### config.mk
export PLATFORM = sky130hd
export DESIGN_NAME = ldcr_lane_d
export DESIGN_NICKNAME = d
export VERILOG_FILES = /design/src/design/ldcr_pkg.sv /design/src/design/ldcr_lane_d.sv /design/src/design/ldcr_sync.sv
export SDC_FILE = /design/constraint.sdc
export NUM_CORES = 1
export LEC_CHECK = 0
export ABC_AREA = 0
export BUFFER_PORTS_ARGS = -buffer_cell sky130_fd_sc_hd__buf_2
export CORE_ASPECT_RATIO = 1.75
export CORE_UTILIZATION = 37
export DETAILED_ROUTE_END_ITERATION = 8
export GPL_TIMING_DRIVEN = 0
export PLACE_DENSITY = 0.74
export REMOVE_ABC_BUFFERS = 1
export SLEW_MARGIN = 40
export SYNTH_ARGS = -nofsm -noshare
export SYNTH_HDL_FRONTEND = slang
export SYNTH_SLANG_ARGS = --single-unit
### constraint.sdc
create_clock -name CLK_IN -period 1.45 [get_ports CLK_IN]
set_input_delay 0.145 -clock CLK_IN [delete_from_list [all_inputs] [get_ports CLK_IN]]
set_output_delay 0.145 -clock CLK_IN [all_outputs]
set_load 0.01 [all_outputs]
### src/design/ldcr_pkg.sv
// Notes on behaviour
// - Bits 15:12 of the lane configuration register always read as zero and writes to them are dropped.
// - Bit 11 enables clock tolerance compensation, resets to 0, and is ORed with global register bit 11.
// - Multifunction select 00 shows the I/O standard level (1 for HSTL, 0 for SSTL_2) and 01 shows comma detection.
// - Multifunction select 10 shows the lane signal loss flag and 11 shows the lane test pattern pass flag.
// - Each multifunction select bit is ORed with the matching global register bit before decoding.
// - Bit 8 enables signal loss detection, resets to 1, and is ANDed with global register bit 8.
// - Configuration bit 7 resets to 0, is ORed with global bit 7, and is writable only while its strap is low.
// - Configuration bit 6 resets to 0, is ORed with global bit 6, and is writable only while its strap is low.
// - Emphasis bits 5 and 4 reset to 0 and are each ORed with the same global register bit.
// - Bit 3 enables loopback, resets to 0, and is ORed with bit 14 of register 0.
// - Bit 2 enables test patterns, resets to 0, is ORed with global bit 2, and is locked while its strap is high.
// - Bit 1 enables comma alignment, resets to 1, and is ANDed with the alignment strap and global bit 1.
// - Bit 0 enables power down, resets to 0, and is ORed with bit 11 of register 0.
package ldcr_pkg;
	// Bus geometry.
	localparam int LDCR_ADDR_W = 8;
	localparam int LDCR_DATA_W = 32;
	localparam int LDCR_REG_W = 16;
	// Register byte offsets.
	localparam logic [LDCR_ADDR_W-1:0] LDCR_OFFSET_CONFIG = 8'h00;
	localparam logic [LDCR_ADDR_W-1:0] LDCR_OFFSET_EFFECT = 8'h04;
	// Field positions.
	localparam int LDCR_BIT_CLK_TOL = 11;
	localparam int LDCR_BIT_MF_HI = 10;
	localparam int LDCR_BIT_MF_LO = 9;
	localparam int LDCR_BIT_LOSS_DET = 8;
	localparam int LDCR_BIT_CONFIG_HI = 7;
	localparam int LDCR_BIT_CONFIG_LO = 6;
	localparam int LDCR_BIT_EMPH_HI = 5;
	localparam int LDCR_BIT_EMPH_LO = 4;
	localparam int LDCR_BIT_LOOPBACK = 3;
	localparam int LDCR_BIT_PATTERN = 2;
	localparam int LDCR_BIT_COMMA = 1;
	localparam int LDCR_BIT_POWER_DOWN = 0;
	// Register 0 bit positions that merge into this lane.
	localparam int LDCR_R0_BIT_LOOPBACK = 14;
	localparam int LDCR_R0_BIT_POWER_DOWN = 11;
	// Reset value and the mask of bits that can hold a value.
	localparam logic [LDCR_REG_W-1:0] LDCR_RESET_CONFIG = 16'h0102;
	localparam logic [LDCR_REG_W-1:0] LDCR_STORE_MASK = 16'h0fff;
	// Multifunction pin selections.
	localparam logic [1:0] LDCR_MF_IO_STD = 2'h0;
	localparam logic [1:0] LDCR_MF_COMMA = 2'h1;
	localparam logic [1:0] LDCR_MF_LOSS = 2'h2;
	localparam logic [1:0] LDCR_MF_PASS = 2'h3;
	// Number of pin inputs that pass through the synchroniser.
	localparam int LDCR_PIN_COUNT = 5;
endpackage : ldcr_pkg

### src/design/ldcr_lane_d.sv
`timescale 1ns/10ps
`default_nettype none
module ldcr_lane_d (
	// Clock and reset.
	input wire logic CLK_IN,
	input wire logic RESETN_IN,
	// Classic Wishbone slave.
	input wire logic WB_CYC_IN,
	input wire logic WB_STB_IN,
	input wire logic WB_WE_IN,
	input wire logic [ldcr_pkg::LDCR_ADDR_W-1:0] WB_ADR_IN,
	input wire logic [3:0] WB_SEL_IN,
	input wire logic [ldcr_pkg::LDCR_DATA_W-1:0] WB_DAT_IN,
	output logic [ldcr_pkg::LDCR_DATA_W-1:0] WB_DAT_OUT,
	output logic WB_ACK_OUT,
	// Device-wide register values, same clock domain.
	input wire logic [ldcr_pkg::LDCR_REG_W-1:0] GLOBAL_CONFIG_IN,
	input wire logic [ldcr_pkg::LDCR_REG_W-1:0] DEVICE_CONTROL_IN,
	// Lane status from the datapath, same clock domain.
	input wire logic SIGNAL_LOSS_FLAG_IN,
	input wire logic TEST_PATTERN_PASS_IN,
	input wire logic COMMA_DETECTED_IN,
	// Strap pins, asynchronous.
	input wire logic CONFIG_STRAP_HIGH_IN,
	input wire logic CONFIG_STRAP_LOW_IN,
	input wire logic TEST_PATTERN_STRAP_IN,
	input wire logic COMMA_ALIGN_STRAP_IN,
	input wire logic IO_STANDARD_HSTL_IN,
	// Effective lane settings.
	output logic CLK_TOL_COMP_OUT,
	output logic SIGNAL_LOSS_DETECT_OUT,
	output logic [1:0] CONFIG_OUT,
	output logic [1:0] EMPHASIS_OUT,
	output logic LOOPBACK_OUT,
	output logic TEST_PATTERN_OUT,
	output logic COMMA_ALIGN_OUT,
	output logic POWER_DOWN_OUT,
	output logic LANE_D_MULTIFUNCTION_PIN_OUT
);
	import ldcr_pkg::*;

	logic [LDCR_REG_W-1:0] lane_d_configuration;
	logic [LDCR_REG_W-1:0] next_lane_d_configuration;
	logic [LDCR_REG_W-1:0] write_mask;
	logic [LDCR_REG_W-1:0] effect_word;
	logic [LDCR_DATA_W-1:0] next_read_data;
	logic [LDCR_PIN_COUNT-1:0] pin_sync;
	logic config_strap_high;
	logic config_strap_low;
	logic test_pattern_strap;
	logic comma_align_strap;
	logic io_standard_hstl;
	logic bus_request;
	logic write_fire;
	logic [1:0] mf_select;
	logic next_mf_pin;

	// All strap pins share one synchroniser bank.
	ldcr_sync #(
		.WIDTH(LDCR_PIN_COUNT)
	) u_pin_sync (
		.clk_in(CLK_IN),
		.resetn_in(RESETN_IN),
		.async_in({IO_STANDARD_HSTL_IN, COMMA_ALIGN_STRAP_IN, TEST_PATTERN_STRAP_IN,
			CONFIG_STRAP_LOW_IN, CONFIG_STRAP_HIGH_IN}),
		.sync_out(pin_sync)
	);

	assign config_strap_high = pin_sync[0];
	assign config_strap_low = pin_sync[1];
	assign test_pattern_strap = pin_sync[2];
	assign comma_align_strap = pin_sync[3];
	assign io_standard_hstl = pin_sync[4];

	// A request is acknowledged one cycle after it appears; ack then drops for a cycle.
	assign bus_request = WB_CYC_IN && WB_STB_IN;
	assign write_fire = bus_request && WB_WE_IN && WB_ACK_OUT && (WB_ADR_IN == LDCR_OFFSET_CONFIG);

	always_ff @(posedge CLK_IN or negedge RESETN_IN) begin
		if (!RESETN_IN) begin
			WB_ACK_OUT <= 1'b0;
		end else begin
			WB_ACK_OUT <= bus_request && !WB_ACK_OUT;
		end
	end

	// Byte lanes 0 and 1 cover the 16-bit register; the strap-locked bits keep their value.
	always_comb begin
		write_mask = {{8{WB_SEL_IN[1]}}, {8{WB_SEL_IN[0]}}} & LDCR_STORE_MASK;
		if (config_strap_high) begin
			write_mask[LDCR_BIT_CONFIG_HI] = 1'b0;
		end
		if (config_strap_low) begin
			write_mask[LDCR_BIT_CONFIG_LO] = 1'b0;
		end
		if (test_pattern_strap) begin
			write_mask[LDCR_BIT_PATTERN] = 1'b0;
		end
		next_lane_d_configuration = (lane_d_configuration & ~write_mask)
			| (WB_DAT_IN[LDCR_REG_W-1:0] & write_mask);
	end

	// The write lands at the edge where the master samples ack.
	always_ff @(posedge CLK_IN or negedge RESETN_IN) begin
		if (!RESETN_IN) begin
			lane_d_configuration <= LDCR_RESET_CONFIG;
		end else if (write_fire) begin
			lane_d_configuration <= next_lane_d_configuration;
		end
	end

	// The second register reports the merged settings, so software sees what the lane uses.
	assign effect_word = {4'h0, CLK_TOL_COMP_OUT, mf_select, SIGNAL_LOSS_DETECT_OUT, CONFIG_OUT,
		EMPHASIS_OUT, LOOPBACK_OUT, TEST_PATTERN_OUT, COMMA_ALIGN_OUT, POWER_DOWN_OUT};

	// Unmapped addresses still answer, with zero data, so a stray access never hangs.
	always_comb begin
		next_read_data = '0;
		case (WB_ADR_IN)
			LDCR_OFFSET_CONFIG: begin
				next_read_data[LDCR_REG_W-1:0] = lane_d_configuration & LDCR_STORE_MASK;
			end
			LDCR_OFFSET_EFFECT: begin
				next_read_data[LDCR_REG_W-1:0] = effect_word;
			end
			default: begin
				next_read_data = '0;
			end
		endcase
	end

	always_ff @(posedge CLK_IN or negedge RESETN_IN) begin
		if (!RESETN_IN) begin
			WB_DAT_OUT <= '0;
		end else if (bus_request && !WB_ACK_OUT && !WB_WE_IN) begin
			WB_DAT_OUT <= next_read_data;
		end
	end

	// Select bits are merged before decode, so the global bits can only add to the choice.
	assign mf_select = lane_d_configuration[LDCR_BIT_MF_HI:LDCR_BIT_MF_LO]
		| GLOBAL_CONFIG_IN[LDCR_BIT_MF_HI:LDCR_BIT_MF_LO];

	always_comb begin
		case (mf_select)
			LDCR_MF_IO_STD: next_mf_pin = io_standard_hstl;
			LDCR_MF_COMMA: next_mf_pin = COMMA_DETECTED_IN;
			LDCR_MF_LOSS: next_mf_pin = SIGNAL_LOSS_FLAG_IN;
			LDCR_MF_PASS: next_mf_pin = TEST_PATTERN_PASS_IN;
			default: next_mf_pin = 1'b0;
		endcase
	end

	// Effective settings are flopped every cycle; one cycle of latency keeps outputs glitch free.
	always_ff @(posedge CLK_IN or negedge RESETN_IN) begin
		if (!RESETN_IN) begin
			CLK_TOL_COMP_OUT <= 1'b0;
			SIGNAL_LOSS_DETECT_OUT <= 1'b0;
			CONFIG_OUT <= 2'h0;
			EMPHASIS_OUT <= 2'h0;
			LOOPBACK_OUT <= 1'b0;
			TEST_PATTERN_OUT <= 1'b0;
			COMMA_ALIGN_OUT <= 1'b0;
			POWER_DOWN_OUT <= 1'b0;
			LANE_D_MULTIFUNCTION_PIN_OUT <= 1'b0;
		end else begin
			CLK_TOL_COMP_OUT <= lane_d_configuration[LDCR_BIT_CLK_TOL]
				| GLOBAL_CONFIG_IN[LDCR_BIT_CLK_TOL];
			SIGNAL_LOSS_DETECT_OUT <= lane_d_configuration[LDCR_BIT_LOSS_DET]
				& GLOBAL_CONFIG_IN[LDCR_BIT_LOSS_DET];
			CONFIG_OUT[1] <= lane_d_configuration[LDCR_BIT_CONFIG_HI]
				| GLOBAL_CONFIG_IN[LDCR_BIT_CONFIG_HI];
			CONFIG_OUT[0] <= lane_d_configuration[LDCR_BIT_CONFIG_LO]
				| GLOBAL_CONFIG_IN[LDCR_BIT_CONFIG_LO];
			EMPHASIS_OUT <= lane_d_configuration[LDCR_BIT_EMPH_HI:LDCR_BIT_EMPH_LO]
				| GLOBAL_CONFIG_IN[LDCR_BIT_EMPH_HI:LDCR_BIT_EMPH_LO];
			LOOPBACK_OUT <= lane_d_configuration[LDCR_BIT_LOOPBACK]
				| DEVICE_CONTROL_IN[LDCR_R0_BIT_LOOPBACK];
			TEST_PATTERN_OUT <= lane_d_configuration[LDCR_BIT_PATTERN]
				| GLOBAL_CONFIG_IN[LDCR_BIT_PATTERN];
			COMMA_ALIGN_OUT <= lane_d_configuration[LDCR_BIT_COMMA] & comma_align_strap
				& GLOBAL_CONFIG_IN[LDCR_BIT_COMMA];
			POWER_DOWN_OUT <= lane_d_configuration[LDCR_BIT_POWER_DOWN]
				| DEVICE_CONTROL_IN[LDCR_R0_BIT_POWER_DOWN];
			LANE_D_MULTIFUNCTION_PIN_OUT <= next_mf_pin;
		end
	end

	// Reserved bits never hold a one, whatever was written.
	AST_RESERVED_ZERO: assert property (@(posedge CLK_IN) disable iff (!RESETN_IN)
		(lane_d_configuration[15:12] == 4'h0) && (!WB_ACK_OUT || WB_WE_IN || WB_DAT_OUT[31:12] == 20'h0))
		else $error("reserved configuration bits are not zero");

	// Compensation follows the OR of both sources one cycle later.
	AST_CLK_TOL_OR: assert property (@(posedge CLK_IN) disable iff (!RESETN_IN)
		RESETN_IN |=> CLK_TOL_COMP_OUT == ($past(lane_d_configuration[LDCR_BIT_CLK_TOL])
		| $past(GLOBAL_CONFIG_IN[LDCR_BIT_CLK_TOL])))
		else $error("clock tolerance enable is not the OR of its sources");

	// With select 00 the pin shows the synchronised I/O standard level.
	AST_MF_IO_STD: assert property (@(posedge CLK_IN) disable iff (!RESETN_IN)
		(lane_d_configuration[10:9] == 2'h0 && GLOBAL_CONFIG_IN[10:9] == 2'h0)
		|=> LANE_D_MULTIFUNCTION_PIN_OUT == $past(io_standard_hstl))
		else $error("multifunction pin does not show the I/O standard");

	// With the merged select at 10 or 11 the pin shows the matching status flag.
	AST_MF_STATUS: assert property (@(posedge CLK_IN) disable iff (!RESETN_IN)
		(RESETN_IN && mf_select[1]) |=> LANE_D_MULTIFUNCTION_PIN_OUT == ($past(mf_select[0])
		? $past(TEST_PATTERN_PASS_IN) : $past(SIGNAL_LOSS_FLAG_IN)))
		else $error("multifunction pin does not show the selected status flag");

	// A global select bit forces the matching decode bit even when the lane bit is zero.
	AST_MF_MERGE: assert property (@(posedge CLK_IN) disable iff (!RESETN_IN)
		(RESETN_IN && GLOBAL_CONFIG_IN[10:9] == 2'h1 && lane_d_configuration[10:9] == 2'h0)
		|=> LANE_D_MULTIFUNCTION_PIN_OUT == $past(COMMA_DETECTED_IN))
		else $error("global select bits are not merged into the decode");

	// Loss detection needs both enables.
	AST_LOSS_AND: assert property (@(posedge CLK_IN) disable iff (!RESETN_IN)
		SIGNAL_LOSS_DETECT_OUT |-> $past(lane_d_configuration[LDCR_BIT_LOSS_DET])
		&& $past(GLOBAL_CONFIG_IN[LDCR_BIT_LOSS_DET]))
		else $error("loss detection active without both enables");

	// A locked configuration bit ignores writes.
	AST_CONFIG_HI_LOCK: assert property (@(posedge CLK_IN) disable iff (!RESETN_IN)
		(write_fire && config_strap_high) |=> $stable(lane_d_configuration[LDCR_BIT_CONFIG_HI]))
		else $error("configuration bit 7 changed while its strap was high");

	AST_CONFIG_LO_LOCK: assert property (@(posedge CLK_IN) disable iff (!RESETN_IN)
		(write_fire && config_strap_low) |=> $stable(lane_d_configuration[LDCR_BIT_CONFIG_LO]))
		else $error("configuration bit 6 changed while its strap was high");

	// A write with byte lane 0 set stores the written emphasis and loopback bits.
	AST_WRITE_TAKES: assert property (@(posedge CLK_IN) disable iff (!RESETN_IN)
		(write_fire && WB_SEL_IN[0]) |=> lane_d_configuration[5:3] == $past(WB_DAT_IN[5:3]))
		else $error("unlocked write did not store its data");

	// Loopback and power down follow register 0 as well as the lane bits.
	AST_DEVICE_MERGE: assert property (@(posedge CLK_IN) disable iff (!RESETN_IN)
		RESETN_IN |=> (LOOPBACK_OUT == ($past(lane_d_configuration[3])
		| $past(DEVICE_CONTROL_IN[14])))
		&& (POWER_DOWN_OUT == ($past(lane_d_configuration[0]) | $past(DEVICE_CONTROL_IN[11]))))
		else $error("loopback or power down ignores a source");

	AST_PATTERN_LOCK: assert property (@(posedge CLK_IN) disable iff (!RESETN_IN)
		(write_fire && test_pattern_strap) |=> $stable(lane_d_configuration[LDCR_BIT_PATTERN]))
		else $error("test pattern bit changed while its strap was high");

	// Comma alignment drops within a cycle of any of its three enables going low.
	AST_COMMA_AND: assert property (@(posedge CLK_IN) disable iff (!RESETN_IN)
		(!comma_align_strap || !GLOBAL_CONFIG_IN[1] || !lane_d_configuration[1]) |=> !COMMA_ALIGN_OUT)
		else $error("comma alignment active without all enables");

	AST_POWER_DOWN_SET: assert property (@(posedge CLK_IN) disable iff (!RESETN_IN)
		lane_d_configuration[0] |=> POWER_DOWN_OUT)
		else $error("power down bit did not take effect");

	// Emphasis tracks a change in its global register bits 5:4 within one cycle.
	AST_NEXT_CYCLE: assert property (@(posedge CLK_IN) disable iff (!RESETN_IN)
		(RESETN_IN && $changed(GLOBAL_CONFIG_IN[5:4]))
		|=> EMPHASIS_OUT == ($past(lane_d_configuration[5:4])
		| $past(GLOBAL_CONFIG_IN[5:4])))
		else $error("emphasis did not follow its sources on the next cycle");

	// Every request is answered in the next cycle, so a master never waits longer.
	AST_ACK_ANSWER: assert property (@(posedge CLK_IN) disable iff (!RESETN_IN)
		(bus_request && !WB_ACK_OUT) |=> WB_ACK_OUT)
		else $error("request was not acknowledged in the next cycle");

	// A configuration read hands back the stored bits with every reserved bit clear.
	AST_READ_CONFIG: assert property (@(posedge CLK_IN) disable iff (!RESETN_IN)
		(bus_request && !WB_ACK_OUT && !WB_WE_IN && WB_ADR_IN == LDCR_OFFSET_CONFIG)
		|=> WB_DAT_OUT == {20'h0, $past(lane_d_configuration[LDCR_BIT_CLK_TOL:0])})
		else $error("configuration read returned the wrong value");

	// Writes to any other place leave the stored register alone.
	AST_OTHER_WRITE: assert property (@(posedge CLK_IN) disable iff (!RESETN_IN)
		(bus_request && WB_WE_IN && WB_ADR_IN != LDCR_OFFSET_CONFIG) |=> $stable(lane_d_configuration))
		else $error("a write to another place changed the register");

	// Loss detection comes on when both enables are set.
	AST_LOSS_SET: assert property (@(posedge CLK_IN) disable iff (!RESETN_IN)
		(RESETN_IN && lane_d_configuration[8] && GLOBAL_CONFIG_IN[8]) |=> SIGNAL_LOSS_DETECT_OUT)
		else $error("loss detection stayed off with both enables set");

	// Both configuration outputs follow the OR of their two sources.
	AST_CONFIG_OR: assert property (@(posedge CLK_IN) disable iff (!RESETN_IN)
		RESETN_IN |=> CONFIG_OUT == ($past(lane_d_configuration[7:6]) | $past(GLOBAL_CONFIG_IN[7:6])))
		else $error("configuration outputs are not the OR of their sources");

	// An unlocked write with byte lane 0 set stores the written configuration bit.
	AST_CONFIG_OPEN: assert property (@(posedge CLK_IN) disable iff (!RESETN_IN)
		(write_fire && !config_strap_high && WB_SEL_IN[0])
		|=> lane_d_configuration[LDCR_BIT_CONFIG_HI] == $past(WB_DAT_IN[LDCR_BIT_CONFIG_HI]))
		else $error("configuration bit 7 ignored a write while its strap was low");

	// The test pattern enable follows the OR of the lane and global bits.
	AST_PATTERN_OR: assert property (@(posedge CLK_IN) disable iff (!RESETN_IN)
		RESETN_IN |=> TEST_PATTERN_OUT == ($past(lane_d_configuration[2]) | $past(GLOBAL_CONFIG_IN[2])))
		else $error("test pattern enable is not the OR of its sources");

	// Comma alignment comes on once all three enables are set.
	AST_COMMA_SET: assert property (@(posedge CLK_IN) disable iff (!RESETN_IN)
		(RESETN_IN && comma_align_strap && GLOBAL_CONFIG_IN[1] && lane_d_configuration[1])
		|=> COMMA_ALIGN_OUT)
		else $error("comma alignment stayed off with all enables set");

	// Ack never stands for two cycles running.
	AST_ACK_PULSE: assert property (@(posedge CLK_IN) disable iff (!RESETN_IN)
		WB_ACK_OUT |=> !WB_ACK_OUT)
		else $error("ack stayed high for two cycles");
endmodule : ldcr_lane_d
`default_nettype wire

### src/design/ldcr_sync.sv
`timescale 1ns/10ps
`default_nettype none
module ldcr_sync #(
	parameter int WIDTH = 1
) (
	// Clock and reset.
	input wire logic clk_in,
	input wire logic resetn_in,
	// Asynchronous levels and their synchronised copies.
	input wire logic [WIDTH-1:0] async_in,
	output logic [WIDTH-1:0] sync_out
);
	logic [WIDTH-1:0] stage_one;

	// Refuse at elaboration a width that leaves no bit to carry.
	if (WIDTH < 1) begin : g_width_check
		$error("ldcr_sync needs a width of at least one");
	end

	// Two flops in series; only the second flop reads the first.
	always_ff @(posedge clk_in or negedge resetn_in) begin
		if (!resetn_in) begin
			stage_one <= '0;
			sync_out <= '0;
		end else begin
			stage_one <= async_in;
			sync_out <= stage_one;
		end
	end
endmodule : ldcr_sync
`default_nettype wire

; ---- Word-level counts from Yosys, hierarchy flattened
; Cells that the tools add are included.
[totals]
regBits = 54
latch_bits = 0
ram_bits = 0
rom_bits = 0
input_bits = 89
word_cells = 48
mem_count = 0
[op_classes]
add_sub_neg = 0
mul = 0
n_div = 0
magnitude_cmp = 0
n_eq_ne = 4
shift = 0
mux = 5
bitwise_logic = 15
reduce_logical = 10
[op_table]
columns = cell, count
row1 = $pmux W12 S2, 1
row2 = $and A16 B12 Y16, 1
row3 = $and A16 B16 Y16, 1
row4 = $not A12 Y16, 1
row5 = $or A16 B16 Y16, 1
row6 = $eq A8 B3 Y1 const B, 1
row7 = $logic_not A8 Y1, 1
row8 = $logic_and A1 B1 Y1, 6
row9 = $or A1 B1 Y1, 6
row10 = $eq A2 B2 Y1 const B, 2
row11 = $or A2 B2 Y2, 2
row12 = $pmux W1 S4, 1
row13 = $and A1 B1 Y1, 3
row14 = $mux W1, 3
row15 = $eq A2 B1 Y1 const B, 1
row16 = $logic_not A1 Y1, 2
row17 = $logic_not A2 Y1, 1

; ---- Logic depth before layout (Yosys ltp)
[depth]
depth_word = 4
ltp_mapped = 4

; ---- Modules after synthesis
; From an unflattened synthesis, not the netlist that was laid out.
[unflattened]
cells_unflattened = 149
hier_area_um2 = 1910.6
[by_module_without_submodules]
columns = mod, instances, cells_each, area_each_um2, seq_area_each_um2
row1 = ldcr_lane_d, 1, 139, 1660.3, 903.4
row2 = ldcr_sync, 1, 10, 250.2, 250.2

; ---- Least setup slack after synthesis
; Ideal clock, no wire load.
[synth_path]
kind = input-to-reg
startpoint = input WB_ADR_IN[5] (netlist name)
endpoint = register with a tool-made name
arrival_time_ns = 1.673
required_time_ns = 1.325
slack_ns = -0.348
path_stages = 4
path_cell_list = or4_4 -> or4_1 -> buf_2 -> mux2_4
[synth_rtl]
columns = element, line
row1 = "start, declared", ldcr_lane_d.sv:11  ; input wire logic [ldcr_pkg::LDCR_ADDR_W-1:0] WB_ADR_IN,

==> flow_results.org <==
** Synth
- Post-synthesis async set-or-reset flop share :: 100%
- After synthesis, the cell types taking the most area are sky130_fd_sc_hd__dfrtp_1 (58%), sky130_fd_sc_hd__buf_4 (7.9%), sky130_fd_sc_hd__mux2i_1 (5.2%), sky130_fd_sc_hd__mux2_2 (4.1%), sky130_fd_sc_hd__mux2_4 (3.9%).
- Netlist area before placement :: 1910 µm²
- In the synthesized netlist, the number of instances is about 150.
- Among all flip-flop cells after synthesis, the most frequent one is sky130_fd_sc_hd__dfrtp_1.
- After synthesis, the mean cell area works out to 12.8 µm².
- Synthesis inferred 46 register bits.
- sky130_fd_sc_hd__dfrtp_1 takes more of the synthesized area than any other cell.
- Synth unique cells :: 26
- Number of warnings reported in the yosys synthesis log :: 0
- Top cell type's share of synthesized area :: just under 60%
- Sequential elements use about three fifths of the synthesized area.
- Counting flops with a built-in enable in the synthesized netlist gives 0.

** Worst setup path
- The largest single stage delay on the critical path is between 0.5 and 0.6 ns.
- Critical path launch point type :: primary input
- Worst setup path start :: WB_ADR_IN[5]
- Most common cell on crit path :: sky130_fd_sc_hd__or4_4
- Critical path class :: in -> reg
- The largest individual stage delay along the critical path comes from the cell sky130_fd_sc_hd__or4_4.
- Total stage count of the critical path :: 4
- Ordered list of cells on the worst path :: buf_6 -> or4_4 -> or4_4 -> mux2_4
- The setup check on the worst reg-to-reg path leaves a slack of -0.04 ns.
- STA classifies the critical path endpoint as a register.
- Launch point of the worst reg-to-reg path :: WB_ACK_OUT
- Of all nets on the critical path, the largest fanout is 5.
- Cell family with the largest share of critical-path delay :: simple AND/OR/NAND/NOR gates
- For the worst setup path, the data required time is around 1.6 ns.
- Arr. time, crit path :: between 1.5 and 2 ns
- The worst register-to-register path has a depth of 3.
- Counting both buffers and inverters, the worst setup path holds a total of 1.

** Drt
- Number of vias after detailed routing :: ~1400
- The first routing iteration left 14 violations.
- Dividing the detail-routed via count by the number of cells gives between 4 and 5.
- Drt pass-1 iters :: 4
- In the final routed layout, each cell accounts on average for ~14 µm.
- In this run the remaining antenna-violating nets after routing total 0.
- Sum of routed wire length over all layers :: between 4000 and 5000 µm
- Residual DRC count :: 0

** Clock tree
- Clock Tree Buf Depth :: 2
- In this run, CTS created clock tree buffers numbering 5.
- Clock Latency Late Sink :: about 0.29 ns
- The cell sitting at the root of the clock tree is a sky130_fd_sc_hd__clkbuf_8.
- Clock-pin slew on the worst setup and hold paths :: approximately 0.08 ns
- The tree built by TritonCTS fans out to between 40 and 50 sinks.
- TritonCTS built the clock tree.
- The H-tree was split into 2 levels.

** Timing
- In the finished design, the share of the clock period the worst path needs comes to 104%.
- Clock skew on the completed layout was measured at just over 0.006 ns.
- Hold Violations, Final :: 0
- The total count of max-transition violations in the final report came to 0.
- Minimum period implied by the final worst setup slack :: ~1.5 ns
- Setup slack on the critical path of the routed design comes to -0.0577 ns.
- In this run the tightest slew margin relative to its limit is between 60 and 70%.
- Setup repair after global routing could not meet its margin everywhere.
- At the pin with the least slew margin, the transition time is 0.586 ns.
- Minimum hold slack :: around 0.034 ns
- Maximum clock rate :: ~0.66 GHz
- Setup violations remaining at the end of the flow were counted as 8.

** GRT
- Number of global-route vias before repair :: between 1000 and 1500
- The first global-routing pass estimated between 6000 and 7000 µm of wire.
- The number of antenna violations at the first check in global routing is 0.
- Maximum number of pins on one net before global-route repair :: 47
- Global routing used ~16% of the available tracks.
- Final global-route overflow total :: 0

** Placed design
- Routability cong. :: between 0.6 and 0.7
- Dpl hpwl :: ~2600 µm
- I/O Buffers :: 70

** Power and ir drop
- In this run the static leakage power is 0.00137 µW.
- Power spread over the standard cell area amounts to 926 nW/µm².
- Total power :: between 2000 and 2500 µW
- Peak VDD IR :: between 0.6 and 0.7 mV

** Final layout
- The filler cells instantiated in the layout total 463.
- Layout cell share with drive strength beyond 1 :: between 50% and 60%
- At the end of the flow, the number of nets in the layout was 325.
- For this run, the share of the core covered by cells in the final layout is a little over half.
- From synthesis to final layout, the design area changed by 36.3%.
- Antenna cell count :: 0

** Die
- I/O Pins :: roughly 130
- The floorplan step defined a die boundary enclosing approximately 5500 µm².
- Initial Utilization :: a little under two fifths
- After floorplanning, the core was divided into 34 placement rows.
- Die X :: about 56 µm
- Chip height :: between 90 and 100 µm
- Core ar. :: between 4000 and 5000 µm²

** Hold path
- WHS Path Cells :: 2
- The worst hold path belongs to the class in -> reg.

** Job
- The tool flagged a number of max-cap violations equal to 0.

** Run status
- Status :: complete, but fails checks
- The final reports fail on setup timing.
==> worst min path at each step <==
| stage | slack [ns] | to | start |
|---|---|---|---|
| floorplan | -0.15 | CLK_TOL_COMP_OUT | RESETN_IN |
| CTS | 0.02 | TEST_PATTERN_OUT | GLOBAL_CONFIG_IN[2] |
| global placement | 0.25 | u_pin_sync.stage_one[0] | CONFIG_STRAP_HIGH_IN |
| detailed placement | 0.19 | asynchronous set/reset pin | RESETN_IN |
| global route | 0.01 | TEST_PATTERN_OUT | GLOBAL_CONFIG_IN[2] |
| finish | 0.03 | TEST_PATTERN_OUT | GLOBAL_CONFIG_IN[2] |
==> Yosys cell counts, types with 2 or more instances <==
library cell and n:
sky130_fd_sc_hd__clkbuf_1 3, sky130_fd_sc_hd__or3_1 2, sky130_fd_sc_hd__nand2_1 13, sky130_fd_sc_hd__nor4_1 3, sky130_fd_sc_hd__mux2_4 5, sky130_fd_sc_hd__nor2_1 3
sky130_fd_sc_hd__mux2_2 7, sky130_fd_sc_hd__mux2i_1 10, sky130_fd_sc_hd__nand4b_1 3, sky130_fd_sc_hd__buf_4 20, sky130_fd_sc_hd__dfstp_2 2, sky130_fd_sc_hd__o21ai_0 12
sky130_fd_sc_hd__dfrtp_1 44, sky130_fd_sc_hd__a21oi_1 2, sky130_fd_sc_hd__nand3_1 2, sky130_fd_sc_hd__or2_2 8
==> per-layer routing <==
metal | global-route usage, % | up-vias | part of all wire [%]
li1 | - | 647 | -
met4 | 7.13 | 0 | 2.8
met2 | 27.7 | 68 | 54
met3 | 3.46 | 11 | 5.0
met5 | 0 | - | 0
met1 | 17.1 | 673 | 38
==> layout make-up <==
cell class	instances	area, µm²	share of cell area [%]
Sequential cell	46	1150	44.3
Multi-Input combinational cell	99	778	29.9
Timing Repair Buffer	84	500	19.2
Clock buffer	7	96.3	3.70
Tap cell	54	67.6	2.59
Clock inverter	1	8.76	0.336
==> repair_timing <==
item | 4_1_cts | 5_1_grt
endpoints found under the hold margin | 49 | 0
gates resized for setup | 26 | 12
gates cloned | 0 | 1
setup buffers | 6 | 2
setup endpoints to repair | 22 | 24
pin swaps | 6 | 11
hold buffers | 6 | 0
==> power by group <==
part | leakage [µW] | internal (µW) | total [µW] | switching, µW
combinational | 0.000725 | 114 | 243 | 129
sequential | 0.000591 | 1310 | 1320 | 11.7
clock | 0.0000544 | 437 | 845 | 408
total | 0.00137 | 1860 | 2410 | 549
==> cells in the final DEF, fill, tap and decap left out, types with 4 or more instances in the layout <==
| cell | n |
|---|---|
| sky130_fd_sc_hd__buf_6 | 6 |
| sky130_fd_sc_hd__conb_1 | 20 |
| sky130_fd_sc_hd__o21ai_2 | 4 |
| sky130_fd_sc_hd__nand2_1 | 13 |
| sky130_fd_sc_hd__mux2i_1 | 10 |
| sky130_fd_sc_hd__clkbuf_8 | 7 |
| sky130_fd_sc_hd__dfrtp_1 | 44 |
| sky130_fd_sc_hd__dlygate4sd3_1 | 6 |
| sky130_fd_sc_hd__buf_2 | 67 |
| sky130_fd_sc_hd__o21ai_1 | 8 |
| sky130_fd_sc_hd__or2_2 | 8 |
| sky130_fd_sc_hd__mux2_4 | 9 |
| sky130_fd_sc_hd__buf_4 | 5 |
==> cell families (layout without fill, tap and decap cells) <==
kind of cell | count (synthesis) | after routing | synth area share, %
DFF | 46 | 46 | 60.4
muxes | 23 | 23 | 14.5
other | 1 | 20 | 0.196
and+or+nand+nor | 41 | 42 | 12.6
AOI/OAI and AO/OA | 14 | 14 | 3.67
buffers and inverters | 24 | 92 | 8.71
==> per-stage QoR <==
stage,setup TNS (ns),cell area [µm²],setup slack (ns),instances
finish,-0.325,2610,-0.0577,291
global route,-0.845,2610,-0.0606,291
CTS,-0.761,2520,-0.104,288
detailed placement,-14.05,2240,-0.734,268
global placement,-13.50,2230,-0.661,268
floorplan,-4.93,1820,-0.391,144
(Power assumes the default switching activity.)
